===== config.mk =====
export PLATFORM = sky130hd
export DESIGN_NAME = relay_board_bus_slave
export DESIGN_NICKNAME = d
export VERILOG_FILES = /design/src/shared/relay_board_pkg.sv /design/src/rtl/relay_board_bus_slave.sv
export VERILOG_INCLUDE_DIRS = /design/src /design/src/shared
export SDC_FILE = /design/constraint.sdc
export NUM_CORES = 1
export LEC_CHECK = 0
export ABC_AREA = 1
export BUFFER_PORTS_ARGS = -buffer_cell sky130_fd_sc_hd__buf_4
export CAP_MARGIN = 10
export CORE_UTILIZATION = 55
export CTS_CLUSTER_SIZE = 25
export DETAILED_ROUTE_END_ITERATION = 8
export PLACE_DENSITY = 0.76
export RECOVER_POWER = 100
export SLEW_MARGIN = 40
export SYNTH_ARGS = -nofsm -noshare
export SYNTH_HDL_FRONTEND = slang
export SYNTH_SLANG_ARGS = --single-unit

===== constraint.sdc =====
create_clock -name i_core_clk -period 3.39 [get_ports i_core_clk]
set_clock_uncertainty 0.05 [all_clocks]
set_input_delay 0.5085 -clock i_core_clk [delete_from_list [all_inputs] [get_ports i_core_clk]]
set_output_delay 0.5085 -clock i_core_clk [all_outputs]
set_load 0.01 [all_outputs]

===== src/shared/relay_board_consts.svh =====
`ifndef RELAY_BOARD_CONSTS_SVH
`define RELAY_BOARD_CONSTS_SVH

// Bus cycle slots, coded on the three mode lines
`define SLOT_READ_FIRST      3'h0
`define SLOT_READ_SECOND     3'h1
`define SLOT_READ_THIRD      3'h2
`define SLOT_BUS_RESET       3'h3
`define SLOT_ADDRESS_FIRST   3'h4
`define SLOT_ADDRESS_SECOND  3'h5
`define SLOT_ADDRESS_THIRD   3'h6
`define SLOT_BUS_WRITE       3'h7

// Write data fields
`define WR_STATE_BIT         0
`define WR_INDEX_LSB         1
`define WR_INDEX_MSB         3

// Relay vector and reset value
`define RELAY_MAX            8
`define RELAY_RESET          8'h00
`define VARIANT_RESET        3'h0

// Timing
`define CLK_HZ               25000000
`define LED_PULSE_MS         50
`define HOST_RESET_WAIT_MS   350

`endif


===== src/shared/relay_board_pkg.sv =====
package relay_board_pkg;

    // Expansion bus pins as seen by the board
    typedef struct packed {
        logic       strobe;
        logic [2:0] mode;
        logic [7:0] data;
    } bus_pins_t;

    // Decoded relay write command
    typedef struct packed {
        logic [2:0] index;
        logic       state;
    } relay_cmd_t;

endpackage : relay_board_pkg


===== src/rtl/relay_board_bus_slave.sv =====
`include "relay_board_consts.svh"

module relay_board_bus_slave #(
    parameter int         NUM_RELAYS       = 8,
    parameter logic [2:0] VARIANT_CODE     = `VARIANT_RESET,
    parameter int         LED_PULSE_CYCLES =
        `LED_PULSE_MS * (`CLK_HZ / 1000)
) (
    input  wire logic                      i_core_clk,
    input  wire logic                      i_srst,
    input  wire relay_board_pkg::bus_pins_t i_bus,
    input  wire logic [2:0]                i_jumper_fitted,
    output logic [`RELAY_MAX-1:0]          o_relay_drive,
    output logic [`RELAY_MAX-1:0]          o_led,
    output logic                           o_selected
);

    localparam int CW = $clog2(LED_PULSE_CYCLES + 1);

    relay_board_pkg::bus_pins_t  bus_s1_reg;
    relay_board_pkg::bus_pins_t  bus_s2_reg;
    relay_board_pkg::bus_pins_t  bus_s3_reg;
    logic [2:0]                  jmp_s1_reg;
    logic [2:0]                  jmp_s2_reg;
    logic [3:0]                  nib_first_reg;
    logic [3:0]                  nib_second_reg;
    logic                        selected_reg;
    logic [`RELAY_MAX-1:0]       relay_reg;
    logic [CW-1:0]               led_cnt_reg;
    logic                        strobe_rise;
    logic                        addr_hit;
    relay_board_pkg::relay_cmd_t cmd;

    function automatic logic slot_is(input logic [2:0] mode,
                                     input logic [2:0] code);
        slot_is = (mode == code);
    endfunction : slot_is

    function automatic logic address_match(input logic [11:0] addr,
                                           input logic [2:0]  fitted);
        logic [11:0] own;
        own = {3'h0, ~fitted[2], 3'h0, ~fitted[1], VARIANT_CODE,
               ~fitted[0]};
        address_match = (addr == own);
    endfunction : address_match

    // Pins are asynchronous to the core clock
    always_ff @(posedge i_core_clk) begin
        bus_s1_reg <= i_bus;
        bus_s2_reg <= bus_s1_reg;
        bus_s3_reg <= bus_s2_reg;
        jmp_s1_reg <= i_jumper_fitted;
        jmp_s2_reg <= jmp_s1_reg;
    end

    // Data is assumed stable before the strobe rises
    assign strobe_rise = bus_s2_reg.strobe & ~bus_s3_reg.strobe;
    // Write field split
    // One driver for the whole struct
    assign cmd = {bus_s2_reg.data[`WR_INDEX_MSB:`WR_INDEX_LSB],
                  bus_s2_reg.data[`WR_STATE_BIT]};
    assign addr_hit = address_match({nib_first_reg, nib_second_reg,
                                     bus_s2_reg.data[3:0]}, jmp_s2_reg);

    always_ff @(posedge i_core_clk) begin
        if (i_srst) begin
            nib_first_reg  <= 4'h0;
            nib_second_reg <= 4'h0;
        end else if (strobe_rise) begin
            if (slot_is(bus_s2_reg.mode, `SLOT_ADDRESS_FIRST)) begin
                nib_first_reg <= bus_s2_reg.data[3:0];
            end
            if (slot_is(bus_s2_reg.mode, `SLOT_ADDRESS_SECOND)) begin
                nib_second_reg <= bus_s2_reg.data[3:0];
            end
        end
    end

    // Selection decided on the third address cycle
    always_ff @(posedge i_core_clk) begin
        if (i_srst) begin
            selected_reg <= 1'b0;
        end else if (strobe_rise) begin
            case (bus_s2_reg.mode)
                `SLOT_BUS_RESET: begin
                    selected_reg <= 1'b0;
                end
                `SLOT_ADDRESS_FIRST, `SLOT_ADDRESS_SECOND: begin
                    selected_reg <= 1'b0;
                end
                `SLOT_ADDRESS_THIRD: begin
                    selected_reg <= addr_hit;
                end
                default: begin
                    selected_reg <= selected_reg;
                end
            endcase
        end
    end

    // Relay state
    always_ff @(posedge i_core_clk) begin
        if (i_srst) begin
            relay_reg <= `RELAY_RESET;
        end else if (strobe_rise) begin
            if (slot_is(bus_s2_reg.mode, `SLOT_BUS_RESET)) begin
                relay_reg <= `RELAY_RESET;
            end else if (slot_is(bus_s2_reg.mode, `SLOT_BUS_WRITE)
                         && selected_reg
                         && (int'(cmd.index) < NUM_RELAYS)) begin
                relay_reg[cmd.index] <= cmd.state;
            end
        end
    end

    always_ff @(posedge i_core_clk) begin
        if (i_srst) begin
            led_cnt_reg <= '0;
        end else if (strobe_rise && addr_hit
                     && slot_is(bus_s2_reg.mode, `SLOT_ADDRESS_THIRD)) begin
            led_cnt_reg <= CW'(LED_PULSE_CYCLES);
        end else if (led_cnt_reg != '0) begin
            led_cnt_reg <= led_cnt_reg - CW'(1);
        end
    end

    assign o_relay_drive = relay_reg;
    assign o_selected    = selected_reg;

    generate
        if (NUM_RELAYS == `RELAY_MAX) begin : g_eight
            assign o_led = {{(`RELAY_MAX-1){1'b0}}, led_cnt_reg != '0};
        end else begin : g_six
            assign o_led = relay_reg;
        end
    endgenerate

    logic write_ev;
    logic reset_ev;
    assign write_ev = strobe_rise
                    && slot_is(bus_s2_reg.mode, `SLOT_BUS_WRITE);
    assign reset_ev = strobe_rise
                    && slot_is(bus_s2_reg.mode, `SLOT_BUS_RESET);
endmodule : relay_board_bus_slave


# Word level (Yosys, flattened, before mapping)
# Cells that the tools add are included.
[classes]
addsub = 1
order_cmp = 2
n_eq_ne = 6
n_mux = 8
bitwise = 5
reduce_logical = 14
[ops]
columns = ["operator", "count"]
rows = [
  ["2-to-1 mux 21 bit", 2],
  ["nonzero test 21 bit", 1],
  ["subtractor 21 x 1 -> 21 bit (second input constant)", 1],
  ["2-to-1 mux 8 bit", 2],
  ["== test 12 x 9 -> 1 bit", 1],
  ["== test 3 bit (second input constant)", 4],
  ["bitwise mux 8 bit", 1],
  ["AND reduction 2 bit", 4],
  ["nonzero test 2 bit", 3],
  ["logical AND 1 bit", 4],
  ["< comparator 3 x 4 -> 1 bit (second input constant)", 1],
  ["inverter 1 bit", 4],
  ["demux 1 bit (select 3 bit)", 1],
  ["== test 3 x 2 -> 1 bit (second input constant)", 1],
  [">= comparator 3 x 1 -> 1 bit (second input constant)", 1],
  ["OR reduction 3 bit", 1],
  ["one-hot mux 1 bit (2 select lines)", 1],
  ["OR reduction 2 bit", 1],
  ["AND 1 bit", 1],
  ["2-to-1 mux 1 bit", 1],
]
[totals]
register_bits = 61
in_bits = 17
out_inout_bits = 17
wordCells = 51

# Longest topological paths before layout
[depth]
depth_word = 7
depth_mapped = 10
depth_no_buf = 10

# Worst setup path before layout
# OpenSTA, ideal clock, no wires.
[synth_timing]
path_kind = "reg-to-output"
startpoint = "register led_cnt_reg[0]"
endpoint = "output o_led[0]"
arrival_ps = 973
required_ps = 2832
slack_ps = 1858
path_stages_with_launch = 6
n_path_buf = 0
path_cell_list = "dfxtp_1 -> inv_1 -> ha_1 -> nand2_1 -> nor2_1 -> nand4_1"
[synth_between]
elab_chain_len = 1
[synth_lines]
columns = ["item", "line_no", "text"]
rows = [
  ["start, declared", "relay_board_bus_slave.sv:29", "logic [CW-1:0] led_cnt_reg;"],
  ["start signal, assigned", "relay_board_bus_slave.sv:121", "led_cnt_reg <= CW'(LED_PULSE_CYCLES);"],
  ["start signal, assigned", "relay_board_bus_slave.sv:123", "led_cnt_reg <= led_cnt_reg - CW'(1);"],
  ["nonzero test 21 bit", "relay_board_bus_slave.sv:132", "assign o_led = {{(`RELAY_MAX-1){1'b0}}, led_cnt_reg != '0};"],
  ["end, declared", "relay_board_bus_slave.sv:14", "output logic [`RELAY_MAX-1:0] o_led,"],
]
# Every way passes these cells.

# Final worst setup path
# Same ends and word-level chain as after synthesis.

==> results.ini <==
[hold_path]
min_path_type=input pin to register
min_to=bus_s1_reg[3]
hold_depth=1
min_from=i_bus[3]

[synth]
synth_top_family_by_area=simple AND/OR/NAND/NOR gates
synth_top_area_share_pct=45.0
netlist_area_um2=2710
syn_inst=368
synthMuxAreaShare_pct=0
synth-edff-count=0
synth_area_leaders=dfxtp_1, nand2_1, nor2_1, inv_1, a21oi_1
syn_area_per_cell_um2=7.37
synth_fa_ha_area_share_pct=0.922
ys_ff_latch=61
synth_largest_area_cell=dfxtp_1
seq_area_frac_synth_pct=45.0
synth-async-reset-ratio_pct=0
synth.distinct_cells=29
synthFlopType=dfxtp_1
synthXorXnorAreaFrac_pct=1.61
yosys_warnings=0
synth_compound_area_share_pct=9.59
synth-simple-area-share_pct=33.6

[sta]
worstMarginPinSlew_ns=0.728
timing.setup.tns_ns=0
max_slew_margin_pct=51.1
worst_hold_slack_ns=0.230
hold_viol=0
final_max_slew_viol_count=0
min_period_ns=2.06
fmax_mhz=484
setup_viol=0
fin_crit_sh_pct=60.9
rsz0062_at_grt=false

[final_layout]
num-fill-cells=447
multi_input_area_um2=1220
nets=414
largest_reg_flops=21
drive_gt1_share_pct=11.8
seq_area_um2=1220
antenna_cells=0
finalNonFillerCells=467
syn_to_final_growth_pct=11.3

[setup_path]
reg2reg_slack_ns=1.52
crit_type=register to output pin
slowest_delay_ns=0.36
cp.required_ns=2.83
crit_arrival_ns=1.51
setup.worst_path.start_class=register
crit_family=flip-flops
worstPathMaxFanout=5
rr_worst_depth=8
reg2reg_from=led_cnt_reg[0]
cp_slowest_cell=dfxtp_1
crit_chain=inv_1, ha_1, nand2_1, nor2_1, nand4_1, clkbuf_1
regToRegEndpoint=led_cnt_reg[0]
cp_num_buf_inv=2
end_kind=output pin

[routing]
drc=0
vias=2340
finalWirelength_um=5480
via_per_inst=5.01
drt_iter0_drc=122
firstDrtPassIters=5
wl_per_cell_um=11.7
ant_nets=0

[global_routing]
use_met2_pct=42.9
grt.overflow.total=0
use_met3_pct=8.47
grt_pass1_vias=2218
grt_max_degree=18
grtUsageMet1_pct=26.0
grt-busiest-layer=met2
grt_antenna_before_repair=0
grt_first_pass_wirelength_um=9490
track_usage_pct=24.1

[die]
die_w_um=72.2
io_pins=34
dieArea_um2=5220
die_h_um=72.2
start_util_pct=57.5
core.rowCount=25
core_area_um2=4720

[cts]
cts_resized=0
cts_tree=done
post-cts-setup-buffers=0
numCtsBuffers=9
clk_pin_slew_worst_paths_ns=0.07
clk_latency_ns=0.35
cts.sinks=61
cts_hold_buf=0
htree_levels=3
root_buffer=clkbuf_8
clockBufferDepth=2

[placement]
hpwl_um=3940
gp_congestion=0.897
io_buffers=22
dp.cells=451

[pwr]
p_leak_nw=1.35
vdd_drop_max_v=0.000468
power.density_nw_per_um2=875

[outcome]
outcome=complete, no violations

[job]
maxCapViolCount=0

==> worst reg2reg max path, cell delays in order (launching register included) <==
cell and delay (ns):
dfxtp_1 0.36, inv_1 0.14, ha_1 0.18, nand2_1 0.07, nor2_2 0.11, nand3_1 0.43
xor2_1 0.30, nand3_1 0.10, inv_1 0.04
==> worst max-delay path by stage <==
stage,start,end,depth (start not counted)
4_1_cts,led_cnt_reg[0],o_led[0],6
3_5_place_dp,led_cnt_reg[0],o_led[0],6
5_1_grt,led_cnt_reg[0],o_led[0],6
3_3_place_gp,led_cnt_reg[0],o_led[0],6
6_report,led_cnt_reg[0],o_led[0],6
2_1_floorplan,led_cnt_reg[0],o_led[0],5
==> cell usage after synthesis, types with 2 or more instances <==
library cell,number
nand2_1,67
nand3_1,20
or2_2,3
nand2_2,6
nor2_4,4
o21ai_1,4
xor2_1,2
nor3_1,8
nand3b_1,2
inv_1,40
nor2_1,60
a21oi_1,29
ha_1,2
dfxtp_1,61
buf_4,7
o21ai_0,19
nand4_1,9
nor2_2,8
clkbuf_1,3
inv_2,2
buf_6,2
xnor2_1,3
==> per-layer routing <==
layer  vias to the layer above  routed length, um
li1                       1213                  -
met3                        16                284
met4                         0                143
met1                      1043               2370
met5                         -                  0
met2                        68               2680
==> report_power, final <==
| group | switching, W | internal (W) | leakage (nW) | total [W] |
|---|---|---|---|---|
| combinational | 0.000685 | 0.000377 | 0.747 | 0.00106 |
| sequential | 0.000105 | 0.000831 | 0.504 | 0.000936 |
| clock | 0.000298 | 0.000345 | 0.0971 | 0.000644 |
==> metrics by stage <==
step	total power [W]	cell area, um2	utilization [%]	setup WS, ns
after floorplan	0.00185	2740	-	1.86
after detailed placement	0.00205	2900	61.4	1.62
after global routing	0.00286	3020	63.9	1.19
after CTS	0.00270	3100	65.6	1.24
after global placement	0.00202	2900	61.4	1.62
final	0.00264	3020	63.9	1.33
==> cell families after synthesis <==
family / after synthesis
AO/OA/AOI/OAI: 52
XOR/XNOR: 5
adder cells (fa/ha/maj): 2
buffers and inverters: 55
flip-flops: 61
other: 1
AND/OR/NAND/NOR: 192
==> layout by cell type, fill, tap and decap left out, types with 11 or more instances in the layout <==
cell,n
nand2_1,72
o21ai_0,20
dfxtp_1,61
inv_1,40
clkbuf_4,11
nand3_1,22
nor2_1,60
clkbuf_1,11
a21oi_1,29
==> layout make-up <==
cell class / instances / share of cell area [%]
Multi-Input combinational cell: 258 / 40.6
Clock buffer: 10 / 4.23
Sequential cell: 61 / 40.4
Clock inverter: 6 / 2.40
Timing Repair Buffer: 22 / 4.23
Tap cell: 67 / 2.78
Inverter: 43 / 5.39
Note: power is estimated with default switching activity, not from simulation.
